File: src/include/bsr_pkg.sv
`default_nettype none
package bsr_pkg;
  localparam int START_BITS = 3;
  localparam int SEL_BITS = 4;
  localparam int STOP_BITS = 3;
  localparam int ACK_CLKS = 2;
  localparam int READ_CLKS = 17;
  localparam int WORD_BITS = 16;
  localparam int RESET_BITS = 21;
  localparam int CALIB_BITS = 64;
  localparam int CAL_WORDS = CALIB_BITS / WORD_BITS;
  localparam int BCNT_W = 5;
  localparam int FIFO_DEPTH = 16;
  localparam logic [START_BITS-1:0] START_FIELD = 3'h7;
  localparam logic [STOP_BITS-1:0] STOP_FIELD = 3'h0;
  localparam logic [RESET_BITS-1:0] RESET_PATTERN = 21'h155540;
  localparam logic [SEL_BITS-1:0] SEL_PRESS = 4'ha;
  localparam logic [SEL_BITS-1:0] SEL_TEMP = 4'h9;
  localparam logic [SEL_BITS-1:0] SEL_CAL0 = 4'h5;
  localparam logic [SEL_BITS-1:0] SEL_CAL1 = 4'h6;
  localparam logic [SEL_BITS-1:0] SEL_CAL2 = 4'h3;
  localparam logic [SEL_BITS-1:0] SEL_CAL3 = 4'hc;
  // arbitrary factory content, replaced per part
  localparam logic [CALIB_BITS-1:0] CALIB_DEFAULT = 64'h0123_4567_89ab_cdef;
  localparam int CLK_PERIOD_NS = 100;
  localparam int CONV_TIME_NS = 35_000_000;
  localparam int CONV_CYCLES = CONV_TIME_NS / CLK_PERIOD_NS;
  localparam int CONV_W = $clog2(CONV_CYCLES + 1);
  localparam int SCLK_HALF_NS = 800;
  localparam int SCLK_HALF_CYCLES = SCLK_HALF_NS / CLK_PERIOD_NS;
  localparam logic [BCNT_W-1:0] START_LAST = BCNT_W'(START_BITS - 1);
  localparam logic [BCNT_W-1:0] SEL_LAST = BCNT_W'(SEL_BITS - 1);
  localparam logic [BCNT_W-1:0] STOP_LAST = BCNT_W'(STOP_BITS - 1);
  localparam logic [BCNT_W-1:0] ACK_LAST = BCNT_W'(ACK_CLKS - 1);
  localparam logic [BCNT_W-1:0] READ_LAST = BCNT_W'(READ_CLKS - 1);
  localparam logic [BCNT_W-1:0] FRAME_CLKS = BCNT_W'(START_BITS + SEL_BITS + STOP_BITS);
  localparam logic [BCNT_W-1:0] CONV_FRAME_CLKS = BCNT_W'(START_BITS + SEL_BITS + STOP_BITS + ACK_CLKS);
  localparam logic [BCNT_W-1:0] RESET_CLKS = BCNT_W'(RESET_BITS);
  localparam logic [BCNT_W-1:0] READ_CLKS_W = BCNT_W'(READ_CLKS);

  typedef enum logic [2:0] {
    OP_PRESS = 3'h0,
    OP_TEMP = 3'h1,
    OP_CAL0 = 3'h2,
    OP_CAL1 = 3'h3,
    OP_CAL2 = 3'h4,
    OP_CAL3 = 3'h5,
    OP_RESET = 3'h6
  } bsr_op_t;

  function automatic logic sel_is_conv(input logic [SEL_BITS-1:0] sel);
    sel_is_conv = (sel == SEL_PRESS) || (sel == SEL_TEMP);
  endfunction

  function automatic logic sel_is_cal(input logic [SEL_BITS-1:0] sel);
    sel_is_cal = (sel == SEL_CAL0) || (sel == SEL_CAL1) || (sel == SEL_CAL2) || (sel == SEL_CAL3);
  endfunction

  function automatic logic [1:0] sel_cal_index(input logic [SEL_BITS-1:0] sel);
    if (sel == SEL_CAL0)
      sel_cal_index = 2'h0;
    else if (sel == SEL_CAL1)
      sel_cal_index = 2'h1;
    else if (sel == SEL_CAL2)
      sel_cal_index = 2'h2;
    else
      sel_cal_index = 2'h3;
  endfunction

  function automatic logic [SEL_BITS-1:0] op_sel(input bsr_op_t op);
    case (op)
      OP_PRESS: op_sel = SEL_PRESS;
      OP_TEMP: op_sel = SEL_TEMP;
      OP_CAL0: op_sel = SEL_CAL0;
      OP_CAL1: op_sel = SEL_CAL1;
      OP_CAL2: op_sel = SEL_CAL2;
      default: op_sel = SEL_CAL3;
    endcase
  endfunction
endpackage
`default_nettype wire

File: src/include/bsr_link_if.sv
`timescale 1ns/1ps
`default_nettype none
interface bsr_link_if;
  logic sclk;
  logic din;
  logic dout;
  modport host (
    output sclk,
    output din,
    input dout
  );
  modport dev (
    input sclk,
    input din,
    output dout
  );
endinterface
`default_nettype wire

File: src/logic/bsr_dev.sv
`timescale 1ns/1ps
`default_nettype none
// Functional notes
// - sample din, launch dout on sclk rise
// - host shifts and samples on falling edge
// - only host drives sclk, starts transactions
// - output data chosen by last instruction
// - dout also shows conversion status
// - pressure, temperature, four calibration, reset
// - frame opens with three high bits
// - frame closes with three low bits
// - four-bit selection field between them
// - dout rises during last stop bit
// - host gives two clocks, then holds low
// - dout falls when conversion ends
// - seventeen clocks shift out sixteen bits
// - readout survives sclk pauses
// - host reads result before next conversion
// - reset pattern recognised in any state
// - host ignores dout during reset pattern
// - host may reset before each conversion
// - results are raw sixteen-bit values
// - sixty-four calibration bits, four words
// - converter clock may stop while idle
module bsr_dev #(
  parameter int unsigned CONV_CYCLES_P = bsr_pkg::CONV_CYCLES,
  parameter logic [bsr_pkg::CALIB_BITS-1:0] CALIB_DATA = bsr_pkg::CALIB_DEFAULT
) (
  input wire logic clk,
  input wire logic rst,
  bsr_link_if.dev lnk,
  input wire logic [bsr_pkg::WORD_BITS-1:0] pressure_result,
  input wire logic [bsr_pkg::WORD_BITS-1:0] temperature_result,
  input wire logic conv_clk_run,
  output logic conv_busy
);
  import bsr_pkg::*;

  typedef enum logic [5:0] {
    D_IDLE = 6'h01,
    D_SEL = 6'h02,
    D_STOP = 6'h04,
    D_ACK = 6'h08,
    D_CONV = 6'h10,
    D_READ = 6'h20
  } bsr_dst_t;

  logic sclk_m_r;
  logic sclk_s_r;
  logic sclk_d_r;
  logic din_m_r;
  logic din_s_r;
  logic run_m_r;
  logic run_s_r;
  bsr_dst_t st_r;
  bsr_dst_t st_nxt;
  logic [BCNT_W-1:0] bcnt_r;
  logic [BCNT_W-1:0] bcnt_nxt;
  logic [SEL_BITS-1:0] sel_r;
  logic [SEL_BITS-1:0] sel_nxt;
  logic [RESET_BITS-1:0] hist_r;
  logic [CONV_W-1:0] conv_r;
  logic [CONV_W-1:0] conv_nxt;
  logic [WORD_BITS-1:0] sh_r;
  logic [WORD_BITS-1:0] sh_nxt;
  logic dout_r;
  logic dout_nxt;
  logic busy_r;
  logic busy_nxt;
  logic [WORD_BITS-1:0] cal_words [CAL_WORDS];

  // the converter only advances while its clock runs, so a stopped clock stalls but never corrupts
  wire rise = sclk_s_r && !sclk_d_r;
  wire [RESET_BITS-1:0] hist_shift = {hist_r[RESET_BITS-2:0], din_s_r};
  wire reset_hit = rise && (hist_shift == RESET_PATTERN);
  wire conv_sel = sel_is_conv(sel_r);
  wire cal_sel = sel_is_cal(sel_r);
  wire [WORD_BITS-1:0] cal_word = cal_words[sel_cal_index(sel_r)];
  wire [WORD_BITS-1:0] raw_result = (sel_r == SEL_PRESS) ? pressure_result : temperature_result;
  wire conv_tick = run_s_r && (conv_r != '0);
  wire conv_done = (conv_r == '0);

  genvar g;
  generate
    for (g = 0; g < CAL_WORDS; g++)
    begin : g_cal
      assign cal_words[g] = CALIB_DATA[CALIB_BITS-1-g*WORD_BITS -: WORD_BITS];
    end
  endgenerate

  assign lnk.dout = dout_r;
  assign conv_busy = busy_r;

  always_comb
  begin
    st_nxt = st_r;
    bcnt_nxt = bcnt_r;
    sel_nxt = sel_r;
    conv_nxt = conv_r;
    sh_nxt = sh_r;
    dout_nxt = dout_r;
    busy_nxt = busy_r;
    if ((st_r == D_ACK || st_r == D_CONV) && conv_tick)
      conv_nxt = conv_r - CONV_W'(1);
    if (st_r == D_CONV && conv_done)
    begin
      sh_nxt = raw_result;
      dout_nxt = 1'b0;
      busy_nxt = 1'b0;
      bcnt_nxt = '0;
      st_nxt = D_READ;
    end
    if (rise)
    begin
      case (st_r)
        D_IDLE:
        begin
          if (din_s_r)
          begin
            bcnt_nxt = bcnt_r + BCNT_W'(1);
            if (bcnt_r == START_LAST)
            begin
              bcnt_nxt = '0;
              st_nxt = D_SEL;
            end
          end
          else
            bcnt_nxt = '0;
        end
        D_SEL:
        begin
          sel_nxt = {sel_r[SEL_BITS-2:0], din_s_r};
          bcnt_nxt = bcnt_r + BCNT_W'(1);
          if (bcnt_r == SEL_LAST)
          begin
            bcnt_nxt = '0;
            st_nxt = D_STOP;
          end
        end
        D_STOP:
        begin
          bcnt_nxt = bcnt_r + BCNT_W'(1);
          if (din_s_r)
          begin
            // a high stop bit means a broken frame; hunt for a new start
            bcnt_nxt = '0;
            st_nxt = D_IDLE;
          end
          else if (bcnt_r == STOP_LAST)
          begin
            bcnt_nxt = '0;
            if (conv_sel)
            begin
              dout_nxt = 1'b1;
              busy_nxt = 1'b1;
              conv_nxt = CONV_W'(CONV_CYCLES_P);
              st_nxt = D_ACK;
            end
            else if (cal_sel)
            begin
              sh_nxt = cal_word;
              st_nxt = D_READ;
            end
            else
              st_nxt = D_IDLE;
          end
        end
        D_ACK:
        begin
          bcnt_nxt = bcnt_r + BCNT_W'(1);
          if (bcnt_r == ACK_LAST)
          begin
            bcnt_nxt = '0;
            st_nxt = D_CONV;
          end
        end
        D_READ:
        begin
          // state only moves on edges, so an sclk pause just holds the word
          dout_nxt = sh_r[WORD_BITS-1];
          sh_nxt = {sh_r[WORD_BITS-2:0], 1'b0};
          bcnt_nxt = bcnt_r + BCNT_W'(1);
          if (bcnt_r == READ_LAST)
          begin
            dout_nxt = 1'b0;
            bcnt_nxt = '0;
            st_nxt = D_IDLE;
          end
        end
        default:
        begin
          st_nxt = st_r;
        end
      endcase
    end
    if (reset_hit)
    begin
      st_nxt = D_IDLE;
      bcnt_nxt = '0;
      dout_nxt = 1'b0;
      busy_nxt = 1'b0;
      conv_nxt = '0;
    end
  end

  always_ff @(posedge clk or posedge rst)
  begin
    if (rst)
    begin
      sclk_m_r <= 1'b0;
      sclk_s_r <= 1'b0;
      sclk_d_r <= 1'b0;
      din_m_r <= 1'b0;
      din_s_r <= 1'b0;
      run_m_r <= 1'b0;
      run_s_r <= 1'b0;
    end
    else
    begin
      sclk_m_r <= lnk.sclk;
      sclk_s_r <= sclk_m_r;
      sclk_d_r <= sclk_s_r;
      din_m_r <= lnk.din;
      din_s_r <= din_m_r;
      run_m_r <= conv_clk_run;
      run_s_r <= run_m_r;
    end
  end

  always_ff @(posedge clk or posedge rst)
  begin
    if (rst)
    begin
      st_r <= D_IDLE;
      bcnt_r <= '0;
      sel_r <= '0;
      hist_r <= '0;
      conv_r <= '0;
      sh_r <= '0;
      dout_r <= 1'b0;
      busy_r <= 1'b0;
    end
    else
    begin
      st_r <= st_nxt;
      bcnt_r <= bcnt_nxt;
      sel_r <= sel_nxt;
      if (rise)
        hist_r <= hist_shift;
      conv_r <= conv_nxt;
      sh_r <= sh_nxt;
      dout_r <= dout_nxt;
      busy_r <= busy_nxt;
    end
  end
endmodule
`default_nettype wire

File: src/flat_wrapper.sv
// flat-port wrapper written by rule: the top's interface ports become plain ports
module bsr_dev_flat import bsr_pkg::*;
#(
  parameter int unsigned CONV_CYCLES_P = bsr_pkg::CONV_CYCLES,
  parameter logic [bsr_pkg::CALIB_BITS-1:0] CALIB_DATA = bsr_pkg::CALIB_DEFAULT
)
  (clk, rst, pressure_result, temperature_result, conv_clk_run, conv_busy, lnk_sclk, lnk_din, lnk_dout);
  bsr_link_if lnk_i ();
  input wire logic clk;
  input wire logic rst;
  input wire logic [bsr_pkg::WORD_BITS-1:0] pressure_result;
  input wire logic [bsr_pkg::WORD_BITS-1:0] temperature_result;
  input wire logic conv_clk_run;
  output logic conv_busy;
  input wire logic [$bits(lnk_i.sclk)-1:0] lnk_sclk;
  input wire logic [$bits(lnk_i.din)-1:0] lnk_din;
  output wire logic [$bits(lnk_i.dout)-1:0] lnk_dout;
  assign lnk_i.sclk = lnk_sclk;
  assign lnk_i.din = lnk_din;
  assign lnk_dout = lnk_i.dout;
  bsr_dev #(.CONV_CYCLES_P(CONV_CYCLES_P), .CALIB_DATA(CALIB_DATA)) u_core (.clk(clk), .rst(rst), .lnk(lnk_i), .pressure_result(pressure_result), .temperature_result(temperature_result), .conv_clk_run(conv_clk_run), .conv_busy(conv_busy));
endmodule
File: config.mk
export PLATFORM = sky130hd
export DESIGN_NAME = bsr_dev_flat
export DESIGN_NICKNAME = d
export VERILOG_FILES = /design/src/include/bsr_pkg.sv /design/src/include/bsr_link_if.sv /design/src/logic/bsr_dev.sv /design/src/flat_wrapper.sv
export SDC_FILE = /design/constraint.sdc
export NUM_CORES = 1
export LEC_CHECK = 0
export BUFFER_PORTS_ARGS = -buffer_cell sky130_fd_sc_hd__buf_2
export CAP_MARGIN = 40
export CORE_MARGIN = 2
export CORE_UTILIZATION = 60
export DETAILED_ROUTE_END_ITERATION = 6
export PLACE_DENSITY = 0.8
export REMOVE_ABC_BUFFERS = 1
export SLEW_MARGIN = 0
export SYNTH_ARGS = -nofsm -noshare
export SYNTH_HDL_FRONTEND = slang
export SYNTH_SLANG_ARGS = --single-unit
File: constraint.sdc
create_clock -name clk -period 3.07 [get_ports clk]
set_input_delay 0.307 -clock clk [delete_from_list [all_inputs] [get_ports clk]]
set_output_delay 0.307 -clock clk [all_outputs]
set_load 0.005 [all_outputs]
==> qor.log, run 1 <==
[outcome] outcome finished clean
[run] count of max-cap constraint violations 0
[finish] final std cells w/o fill 626
[yosys] fraction of synthesized cell area taken by the top area cell type 0.447
[power] static leakage 2.16 nW
[yosys] cell accounting for the most synthesized area sky130_fd_sc_hd__dfrtp_1
[yosys] register area share after synthesis 0.453
[global_routing] vias in the first global route 3371
[route] number of nets with antenna violations after detailed routing 0
[power] total chip power 2.43 mW
[route] average wire per cell in the routed design 14.9 um
[sta] highest attainable clock frequency 389 MHz
[global_routing] antenna violations before repair 0
[global_routing] pin count of the biggest net entering global routing 34
[sta] setup repair after global routing missed its margin no
[sta] slew of the pin with the lowest slew margin 0.688 ns
[finish] fraction of final layout cells sized beyond drive strength 1 0.157
[sta] Clock Skew 0.0130 ns
[power] Peak VDD IR 0.353 mV
[yosys] number of enable-type register cells in the synthesized netlist 0
[sta] shortest period the worst path allows 2.57 ns
[finish] Final #Nets 564
[floorplan] count of pins on the block boundary 39
[yosys] average size of a mapped cell 8.91 sq um
[sta] share of the cycle needed by the critical path after routing 0.838
[power] power density normalized to cell area 497 nW/um^2
[yosys] instance count of the mapped netlist 490
[route] detail-routed via count per cell 5.84
[worst_setup_path] Worst path max stage delay 0.54 ns
[yosys] count leader, synth sky130_fd_sc_hd__nand2_1
[global_routing] global-route wire length before repair 15.5 mm
[floorplan] Initial Util 0.612
[worst_setup_path] family of cells with the greatest summed delay on the critical path compound AO/OA/AOI/OAI gates
[global_routing] global-route congestion overflow total 0
[floorplan] area of the die 7970 sq um
[placed_design] post-DP HPWL 6.53 mm
[worst_setup_path] CP Class reg -> reg
[sta] Final TNS setup 0 ns
[yosys] post-synthesis register bit count 79
[clock_tree] number of buffers inserted during clock tree synthesis 9
[yosys] cell types with the largest area share after synthesis sky130_fd_sc_hd__dfrtp_1, sky130_fd_sc_hd__nand2_1, sky130_fd_sc_hd__a21oi_1
[clock_tree] CTS sink count 79
[sta] Rel. slew slack 0.538
[floorplan] Die W 89.3 um
[route] drt first pass iters 5
[placed_design] Final Wtd Congestion 0.936
[route] total number of vias 3658
[clock_tree] root buffer cell sky130_fd_sc_hd__clkbuf_8
[clock_tree] insertion delay of the later-clocked pin in the worst-skew pair 0.35 ns
[yosys] count of unique library cells instantiated by Yosys 59
[clock_tree] maximum level of the CTS H-tree 3
[worst_setup_path] required time at the worst-slack endpoint 3.30 ns
[sta] max-slew violation count 0
[yosys] Primary FF master, synth sky130_fd_sc_hd__dfrtp_1
[yosys] top cells by instance count after synthesis sky130_fd_sc_hd__nand2_1, sky130_fd_sc_hd__dfrtp_1, sky130_fd_sc_hd__nor2_1
[floorplan] die boundary height 89.3 um
[worst_setup_path] startpoint types flop
[sta] Hold Vio Cnt, Final 0
[floorplan] Core Footprint 7140 sq um
[worst_setup_path] Critical Path Fanout Max 8
[global_routing] total global routing track utilization 0.250
[yosys] yosys warns 0
[clock_tree] Max Buffers Root-to-Sink 2
[finish] final design area excluding fillers 4890 sq um
[placed_design] Port Buffers 38
[route] iteration-0 DRC count of the detailed router 329
[clock_tree] post-cts sizing count 0
[sta] Final setup viols 0
[placed_design] # placed instances 609
[placed_design] area post-placement 4660 sq um
[worst_setup_path] critical-path cell list inv_1, ha_1, or4b_4, nand4b_1, o211ai_1, o31ai_2, nor3_1, a211o_1
[yosys] fraction of registers with async set or reset after synthesis 1.00
[finish] number of antenna cells inserted 0
[clock_tree] TritonCTS clock tree built
[finish] layout filler cell count 595
[yosys] total standard cell area after synthesis 4370 sq um
[worst_setup_path] worst path bufs/invs 1
[worst_setup_path] kind of end point of the critical path flop
[finish] utilization of the core after routing 0.685
[floorplan] number of core rows 31
[route] DR DRC count 0
[route] wire length after detailed routing 9.32 mm
[worst_setup_path] cell with the largest stage delay on the worst path sky130_fd_sc_hd__o31ai_2
[worst_setup_path] WP data arrival 2.80 ns
[worst_hold_path] class of the worst hold path in -> reg
[finish] P&R area growth vs syn 11.9%
[clock_tree] clock-pin slew reported for the worst setup and hold paths after clock tree synthesis 0.09 ns
[registers in the layout (all words and copies together), names as in the netlist, 4 cells and up]
register,flops
u_core.bcnt_r,5
u_core.conv_r,19
u_core.hist_r,20
u_core.sel_r,4
u_core.sh_r,16
u_core.st_r,6
[layout make-up]
cell class	instances	area [sq um]	share of cell area
flip-flops and latches	79	1980	0.405
inverters	13	50.0	0.0102
clock buffers	10	128	0.0261
clock inverters	6	92.6	0.0190
multi-input cells	368	2210	0.452
well taps	99	124	0.0254
repair buffers	51	303	0.0620
[metrics by stage]
step,hold slack [ns],setup WS (ns)
4_1_cts,0.0462,0.504
2_1_floorplan,0.331,-0.730
3_5_place_dp,0.335,0.532
6_report,0.0564,0.496
3_3_place_gp,0.332,0.684
5_1_grt,0.0400,0.338
[cell families after synthesis]
| kind of cell | synth area share |
|---|---|
| adders and majority gates | 0.0143 |
| AOI/OAI and AO/OA | 0.132 |
| muxes | 0.0496 |
| xor gates and xnor gates | 0.0441 |
| DFF | 0.453 |
| and+or+nand+nor | 0.265 |
| buffers and inverters | 0.0418 |
[worst register-to-register path, cell delays in order (launching register included)]
cell and delay [ns]:
sky130_fd_sc_hd__dfrtp_1 0.43, sky130_fd_sc_hd__inv_1 0.12, sky130_fd_sc_hd__ha_1 0.17, sky130_fd_sc_hd__or4b_4 0.51
sky130_fd_sc_hd__nand4b_1 0.14, sky130_fd_sc_hd__o211ai_1 0.12, sky130_fd_sc_hd__o31ai_2 0.54, sky130_fd_sc_hd__nor3_1 0.12
sky130_fd_sc_hd__a211o_1 0.29
[layout by cell type (no fill, tap or decap), types with 10 or more instances in the layout]
master	netlist	routed
sky130_fd_sc_hd__a21oi_1	42	42
sky130_fd_sc_hd__buf_2	5	38
sky130_fd_sc_hd__buf_4	0	11
sky130_fd_sc_hd__dfrtp_1	78	78
sky130_fd_sc_hd__inv_1	13	12
sky130_fd_sc_hd__mux2i_1	16	16
sky130_fd_sc_hd__nand2_1	89	89
sky130_fd_sc_hd__nand3_1	11	11
sky130_fd_sc_hd__nor2_1	44	44
sky130_fd_sc_hd__nor3_1	19	19
sky130_fd_sc_hd__nor4_1	11	11
sky130_fd_sc_hd__nor4b_1	11	10
sky130_fd_sc_hd__o211ai_1	10	10
sky130_fd_sc_hd__o21ai_0	10	10
sky130_fd_sc_hd__xnor2_1	16	16
[routing by layer]
layer  GRT usage  routed length (um)
met3      0.0489                 532
met1       0.347                4260
met5           0                   0
met4      0.0828                 142
met2       0.397                4390
[what timing repair did]
item | 4_1_cts | 5_1_grt
hold endpoints to repair | 2 | 0
hold buffers | 1 | 0
buffers inserted | 0 | 0
setup endpoints to repair | 0 | 0
[path summary, 6_finish.rpt]
| kind | from | end | slack (ns) | depth (start not counted) |
|---|---|---|---|---|
| min reg2reg | u_core.din_m_r | u_core.din_s_r | 0.35 | 0 |
| max reg2reg | u_core.bcnt_r[0] | u_core.bcnt_r[4] | 0.50 | 8 |
| max | u_core.bcnt_r[0] | u_core.bcnt_r[4] | 0.50 | 8 |
| min | lnk_sclk | u_core.sclk_m_r | 0.06 | 1 |
| min in group asynchronous | rst | u_core.conv_r[14] | 0.55 | 3 |
| max in group asynchronous | rst | u_core.sel_r[2] | 1.90 | 4 |
[power by group]
group          total [mW]  internal [mW]  switching, mW
registers            1.21           1.12         0.0932
logic               0.360          0.160          0.200
clock network       0.860          0.464          0.396
total                2.43           1.74          0.689
(Power assumes the default switching activity.)
==> inputs of run 2 (changes only) <==
==> constraint.sdc (replaced) <==
create_clock -name clk -period 2.4 [get_ports clk]
set_input_delay 0.24 -clock clk [delete_from_list [all_inputs] [get_ports clk]]
set_output_delay 0.24 -clock clk [all_outputs]
set_load 0.005 [all_outputs]
==> run 2 against run 1 <==
Net effect:
- the run now ends with hold timing left
- clock skew fell by 0.0054 ns
- sequential share of layout area down 1.5 points
- hold slack worse by 0.070 ns
- clock power is 13% higher
- fmax grew 12%
==> qor.log, run 2 (synthesized netlist as in run 1, its figures left out) <==
[floorplan] area of the die 7970 sq um
[route] average wire per cell in the routed design 15.0 um
[finish] P&R area growth vs syn 16.1%
[finish] final std cells w/o fill 647
[outcome] violated checks hold timing
[sta] Final TNS setup 0 ns
[floorplan] count of pins on the block boundary 39
[sta] share of the cycle needed by the critical path after routing 0.960
[clock_tree] root buffer cell sky130_fd_sc_hd__clkbuf_8
[placed_design] Port Buffers 38
[route] number of nets with antenna violations after detailed routing 0
[sta] Rel. slew slack 0.485
[global_routing] pin count of the biggest net entering global routing 45
[sta] slew of the pin with the lowest slew margin 0.772 ns
[power] Sw Share 0.292
[global_routing] total global routing track utilization 0.264
[finish] Final #Nets 585
[power] Clock power frac 0.320
[sta] worst hold slack after final layout -0.0140 ns
[route] iteration-0 DRC count of the detailed router 272
[sta] Hold Vio Cnt, Final 8
[global_routing] global-route congestion overflow total 0
[power] share of total power in sequential cells 0.505
[sta] highest attainable clock frequency 434 MHz
[worst_setup_path] WP data arrival 2.58 ns
[run] count of max-cap constraint violations 0
[route] wire length after detailed routing 9.73 mm
[floorplan] die boundary height 89.3 um
[clock_tree] CTS sink count 79
[global_routing] vias in the first global route 3432
[global_routing] antenna violations before repair 0
[placed_design] Final Wtd Congestion 0.976
[power] total chip power 3.05 mW
[worst_hold_path] class of the worst hold path in -> async
[power] Peak VDD IR 0.481 mV
[worst_setup_path] startpoint types flop
[route] DR DRC count 0
[placed_design] # placed instances 627
[floorplan] number of core rows 31
[worst_setup_path] CP Class reg -> reg
[finish] most frequent cells in the layout sky130_fd_sc_hd__nand2_1, sky130_fd_sc_hd__dfrtp_1, sky130_fd_sc_hd__nor2_1, sky130_fd_sc_hd__a21oi_1, sky130_fd_sc_hd__buf_2
[sta] shortest period the worst path allows 2.30 ns
[clock_tree] insertion delay of the later-clocked pin in the worst-skew pair 0.36 ns
[worst_setup_path] required time at the worst-slack endpoint 2.67 ns
[worst_setup_path] kind of end point of the critical path flop
[floorplan] Core Footprint 7140 sq um
[power] Net Switching 0.891 mW
[global_routing] global-route wire length before repair 16.2 mm
[sta] Final setup viols 0
[power] power density normalized to cell area 601 nW/um^2
[floorplan] Die W 89.3 um
[clock_tree] Max Buffers Root-to-Sink 2
[finish] most common cell after layout, fill and taps aside sky130_fd_sc_hd__nand2_1
[finish] layout filler cell count 551
[route] detail-routed via count per cell 5.71
[clock_tree] clock-pin slew reported for the worst setup and hold paths after clock tree synthesis 0.08 ns
[worst_setup_path] Critical Path Fanout Max 33
[power] share of power burned in combinational logic 0.175
[route] total number of vias 3694
[floorplan] Initial Util 0.612
[route] drt first pass iters 4
[finish] utilization of the core after routing 0.710
[placed_design] post-DP HPWL 6.98 mm
[sta] max-slew violation count 0
[outcome] outcome finished, violations left
[placed_design] setup slack after placement 0.0104 ns
[power] static leakage 2.27 nW
[finish] max FFs per register 20
[clock_tree] number of buffers inserted during clock tree synthesis 9
[finish] most flop-heavy register u_core.hist_r
[clock_tree] maximum level of the CTS H-tree 3
[power] internal power 2.16 mW
[finish] registers with the most flip-flops u_core.hist_r x20, u_core.conv_r x19, u_core.sh_r x16
[sta] Clock Skew 0.00756 ns
[finish] fraction of final layout cells sized beyond drive strength 1 0.199
[clock_tree] TritonCTS clock tree built
[sta] Setup WS post-layout 0.0971 ns
[finish] number of antenna cells inserted 0
run 2: changes by cell type in the layout (fill, tap and decap cells not counted), moves of 2 or more:
cell and change:
sky130_fd_sc_hd__a21oi_2 +2, sky130_fd_sc_hd__inv_6 -2, sky130_fd_sc_hd__buf_4 +17, sky130_fd_sc_hd__dlygate4sd3_1 +2, sky130_fd_sc_hd__clkinv_2 +3, sky130_fd_sc_hd__a21oi_1 -2
run 2: area by class of cell:
cell class	count	area (sq um)	area share
Sequential cell	79	1980	0.390
Tap cell	99	124	0.0244
Timing Repair Buffer	72	482	0.0950
Clock inverter	6	61.3	0.0121
Multi-Input combinational cell	368	2250	0.443
Clock buffer	10	128	0.0252
Inverter	13	50.0	0.00987
run 2: power groups by stage:
stage          Clock (mW)  Sequential (mW)  Combinational [mW]
2_1_floorplan           0             1.54               0.321
3_3_place_gp            0             1.55               0.488
3_5_place_dp            0             1.56               0.510
4_1_cts             0.995             1.53               0.521
5_1_grt              1.05             1.55               0.602
6_report            0.975             1.54               0.535
run 2: worst paths after layout:
kind | cells after the start | endpoint | slack [ns] | start
hold / removal | 2 | u_core.conv_r[17] | -0.01 | rst
min in group clk | 5 | u_core.sh_r[12] | 0.28 | temperature_result[12]
hold reg to reg | 0 | u_core.sclk_s_r | 0.36 | u_core.sclk_m_r
setup / recovery | 7 | u_core.sh_r[0] | 0.1 | u_core.conv_r[11]
setup reg to reg | 7 | u_core.sh_r[0] | 0.1 | u_core.conv_r[11]
max in group asynchronous | 3 | u_core.sel_r[3] | 1.76 | rst
run 2: layer usage:
| metal | vias to the layer above | global-route usage | share of wire |
|---|---|---|---|
| met2 | 79 | 0.415 | 0.49 |
| li1 | 1827 | - | - |
| met1 | 1776 | 0.370 | 0.46 |
| met5 | - | 0 | 0 |
| met3 | 12 | 0.0379 | 0.035 |
| met4 | 0 | 0.109 | 0.017 |
run 2: critical path: stages (launching register included):
cell and delay [ns]:
sky130_fd_sc_hd__dfrtp_1 0.43, sky130_fd_sc_hd__or4_4 0.58, sky130_fd_sc_hd__nand3b_4 0.21, sky130_fd_sc_hd__or3_1 0.42, sky130_fd_sc_hd__buf_6 0.20, sky130_fd_sc_hd__nor2_1 0.14, sky130_fd_sc_hd__a21oi_1 0.06, sky130_fd_sc_hd__a21oi_1 0.16
run 2: timing repair:
item                                    4_1_cts  5_1_grt
hold buffers                                  3        0
pin swaps                                     0        3
setup buffers                                 0        1
cloned                                        0        0
gates resized for setup                       1        8
endpoints found under the setup margin        3       21
hold endpoints to repair                      3        0
run 2: stage by stage:
step,hold slack [ns],area (sq um)
3_3_place_gp,0.335,4800
3_5_place_dp,0.344,4800
5_1_grt,0.0495,5070
2_1_floorplan,0.271,4230
6_report,-0.0140,5070
4_1_cts,0.00886,5030
==> inputs of run 3 (changes only) <==
--- a/config.mk
+++ b/config.mk
@@ -5,6 +5,7 @@
 export SDC_FILE = /design/constraint.sdc
 export NUM_CORES = 1
 export LEC_CHECK = 0
+export ABC_AREA = 1
 export BUFFER_PORTS_ARGS = -buffer_cell sky130_fd_sc_hd__buf_2
 export CAP_MARGIN = 40
 export CORE_MARGIN = 2
==> run 3 against run 2 <==
Net effect:
- the run now ends clean
- first-iteration DRC count fell by 27%
- fmax rose by 14%
- non-clock buffer count fell by 23
- setup slack improved by 0.29 ns
- via count rose by 12%
- critical path depth rose by 2
- sequential share of layout area fell by 1.1 points
- combinational power fell by 4.9%
- cell count rose by 20%
- clock-buffer cell count fell by 1
- critical endpoint is now u_core.sh_r[13]
==> qor.log, run 3 <==
[finish] utilization of the core after routing 0.683
[worst_hold_path] class of the worst hold path in -> reg
[yosys] count of unique library cells instantiated by Yosys 38
[run] count of max-cap constraint violations 0
[clock_tree] Max Buffers Root-to-Sink 2
[placed_design] Final Wtd Congestion 0.889
[clock_tree] post-cts sizing count 0
[clock_tree] maximum level of the CTS H-tree 3
[sta] Hold Vio Cnt, Final 0
[finish] most common cell after layout, fill and taps aside sky130_fd_sc_hd__nand2_1
[global_routing] pin count of the biggest net entering global routing 80
[finish] number of antenna cells inserted 0
[finish] registers with the most flip-flops u_core.hist_r x20, u_core.conv_r x19, u_core.sh_r x16
[finish] most flop-heavy register u_core.hist_r
[worst_setup_path] kind of end point of the critical path flop
[clock_tree] number of buffers inserted during clock tree synthesis 9
[yosys] Primary FF master, synth sky130_fd_sc_hd__dfrtp_1
[power] power density normalized to cell area 573 nW/um^2
[finish] max FFs per register 20
[yosys] register area share after synthesis 0.422
[worst_hold_path] instance count along the most critical hold path 4
[finish] P&R area growth vs syn 11.4%
[route] DR DRC count 0
[global_routing] total global routing track utilization 0.252
[sta] max-slew violation count 0
[route] wire length after detailed routing 10.1 mm
[route] average wire per cell in the routed design 12.9 um
[sta] Rel. slew slack 0.678
[sta] Setup WS post-layout 0.388 ns
[placed_design] post-DP HPWL 7.32 mm
[route] iteration-0 DRC count of the detailed router 198
[worst_setup_path] launching point of the worst reg2reg path u_core.conv_r[0]
[worst_hold_path] startpoint of the tightest hold check path pressure_result[1]
[power] static leakage 2.77 nW
[power] Peak VDD IR 0.467 mV
[yosys] fraction of synthesized cell area taken by the top area cell type 0.417
[floorplan] die boundary height 92.4 um
[clock_tree] TritonCTS clock tree built
[global_routing] global-route wire length before repair 17.1 mm
[floorplan] area of the die 8530 sq um
[finish] most frequent cells in the layout sky130_fd_sc_hd__nand2_1, sky130_fd_sc_hd__dfrtp_1, sky130_fd_sc_hd__inv_1, sky130_fd_sc_hd__nor2_1, sky130_fd_sc_hd__nand3_1
[worst_setup_path] CP Class reg -> reg
[yosys] fraction of registers with async set or reset after synthesis 1.00
[clock_tree] CTS sink count 79
[yosys] cell accounting for the most synthesized area sky130_fd_sc_hd__dfrtp_1
[finish] fraction of final layout cells sized beyond drive strength 1 0.191
[yosys] average size of a mapped cell 7.51 sq um
[clock_tree] root buffer cell sky130_fd_sc_hd__clkbuf_8
[route] drt first pass iters 5
[yosys] total standard cell area after synthesis 4690 sq um
[sta] Final setup viols 0
[finish] Final #Nets 714
[yosys] number of enable-type register cells in the synthesized netlist 0
[worst_setup_path] startpoint types flop
[global_routing] antenna violations before repair 0
[sta] shortest period the worst path allows 2.01 ns
[placed_design] setup slack after placement 0.420 ns
[sta] setup repair after global routing missed its margin no
[floorplan] number of core rows 32
[floorplan] Core Footprint 7650 sq um
[yosys] top cells by instance count after synthesis sky130_fd_sc_hd__nand2_1, sky130_fd_sc_hd__dfrtp_1, sky130_fd_sc_hd__inv_1
[sta] slew of the pin with the lowest slew margin 0.478 ns
[worst_hold_path] sink of the worst hold path u_core.sh_r[1]
[floorplan] Initial Util 0.613
[sta] share of the cycle needed by the critical path after routing 0.838
[sta] Clock Skew 0.0126 ns
[yosys] instance count of the mapped netlist 624
[worst_setup_path] Critical Path Fanout Max 14
[yosys] cell types with the largest area share after synthesis sky130_fd_sc_hd__dfrtp_1, sky130_fd_sc_hd__nand2_1, sky130_fd_sc_hd__inv_1
[route] total number of vias 4137
[yosys] yosys warns 0
[route] detail-routed via count per cell 5.31
[yosys] post-synthesis register bit count 79
[worst_setup_path] worst flop-to-flop path endpoint u_core.sh_r[13]
[sta] Final TNS setup 0 ns
[outcome] outcome finished clean
[worst_setup_path] setup slack of the most critical reg-to-reg path 0.39 ns
[clock_tree] insertion delay of the later-clocked pin in the worst-skew pair 0.37 ns
[sta] highest attainable clock frequency 497 MHz
[floorplan] Die W 92.4 um
[global_routing] vias in the first global route 3844
[worst_setup_path] required time at the worst-slack endpoint 2.64 ns
[route] number of nets with antenna violations after detailed routing 0
[placed_design] Port Buffers 38
[floorplan] count of pins on the block boundary 39
[yosys] count leader, synth sky130_fd_sc_hd__nand2_1
[global_routing] global-route congestion overflow total 0
[worst_setup_path] WP data arrival 2.25 ns
[clock_tree] clock-pin slew reported for the worst setup and hold paths after clock tree synthesis 0.10 ns
[worst_setup_path] Worst Reg-to-Reg Cells 9
==> run 3: changes by cell type in the layout (fill, tap and decap cells not counted), sizes merged, moves of 10 or more <==
cell   previous run  this run
inv              12        95
nand2            89       164
o21ai            16        61
nand3            11        55
nor2             44        80
a21oi            42        18
buf              69        45
mux2i            16         0
xnor2            16         2
nand4             4        17
nor3             19         6
nor4b            11         0
nor4             11         1
==> run 3: logic make-up (layout without fill, tap and decap cells) <==
group | Yosys count | in the layout | share of synthesized area
adders and majority gates | 5 | 5 | 0.0134
buffers and inverters | 104 | 157 | 0.0895
xor gates and xnor gates | 10 | 10 | 0.0187
DFF | 79 | 79 | 0.422
muxes | 3 | 3 | 0.00721
and+or+nand+nor | 330 | 330 | 0.335
AOI/OAI and AO/OA | 93 | 93 | 0.115
==> run 3: final cells by class <==
class,instances,area [sq um]
timing repair buffer,49,295
clock buffer,9,124
inverter,92,347
fill,628,2430
clock inverter,7,61.3
multi-input combinational,441,2290
tap,102,128
sequential,79,1980
==> run 3: metrics by stage <==
stage	std cells	area, sq um	hold WS [ns]	power, mW
4_1_cts	779	5220	0.225	3.00
2_1_floorplan	612	4610	0.271	1.90
3_5_place_dp	759	5000	0.336	2.04
5_1_grt	779	5220	0.237	3.15
6_report	779	5220	0.228	2.99
3_3_place_gp	759	5000	0.333	2.03
==> run 3: report_power, final <==
part | internal, mW | switching, mW | leakage, nW
clock | 0.397 | 0.563 | 0.0940
sequential | 1.44 | 0.0850 | 0.994
combinational | 0.182 | 0.327 | 1.69
total | 2.02 | 0.975 | 2.77
==> run 3: layer usage <==
metal / share of wire / track usage / up-vias
met2: 0.47 / 0.408 / 104
met5: 0 / 0 / -
li1: - / - / 2100
met1: 0.46 / 0.337 / 1914
met4: 0.021 / 0.0995 / 0
met3: 0.050 / 0.0464 / 19
==> run 3: timing repair <==
action / CTS / global route
endpoints found under the hold margin: 81 / 0
hold buffers: 4 / 0
buffers inserted: 0 / 0
==> run 3: worst max path at each step <==
stage / startpoint / end / slack, ns
final: u_core.conv_r[0] / u_core.sh_r[13] / 0.39
after global routing: u_core.conv_r[0] / u_core.sh_r[6] / 0.20
after CTS: u_core.conv_r[0] / u_core.sh_r[13] / 0.41
after detailed placement: u_core.conv_r[0] / u_core.sh_r[13] / 0.42
after global placement: u_core.conv_r[0] / u_core.sh_r[6] / 0.53
after floorplan: rst / u_core.bcnt_r[0] / 0.14
==> run 3: worst max-delay path: stages, from the launching register on <==
cell	delay, ns
sky130_fd_sc_hd__dfrtp_1	0.42
sky130_fd_sc_hd__inv_1	0.15
sky130_fd_sc_hd__ha_1	0.26
sky130_fd_sc_hd__nand2_4	0.09
sky130_fd_sc_hd__nor2_8	0.16
sky130_fd_sc_hd__nand3_4	0.09
sky130_fd_sc_hd__nor2_4	0.24
sky130_fd_sc_hd__inv_2	0.17
sky130_fd_sc_hd__o21ai_1	0.19
sky130_fd_sc_hd__o22ai_1	0.09
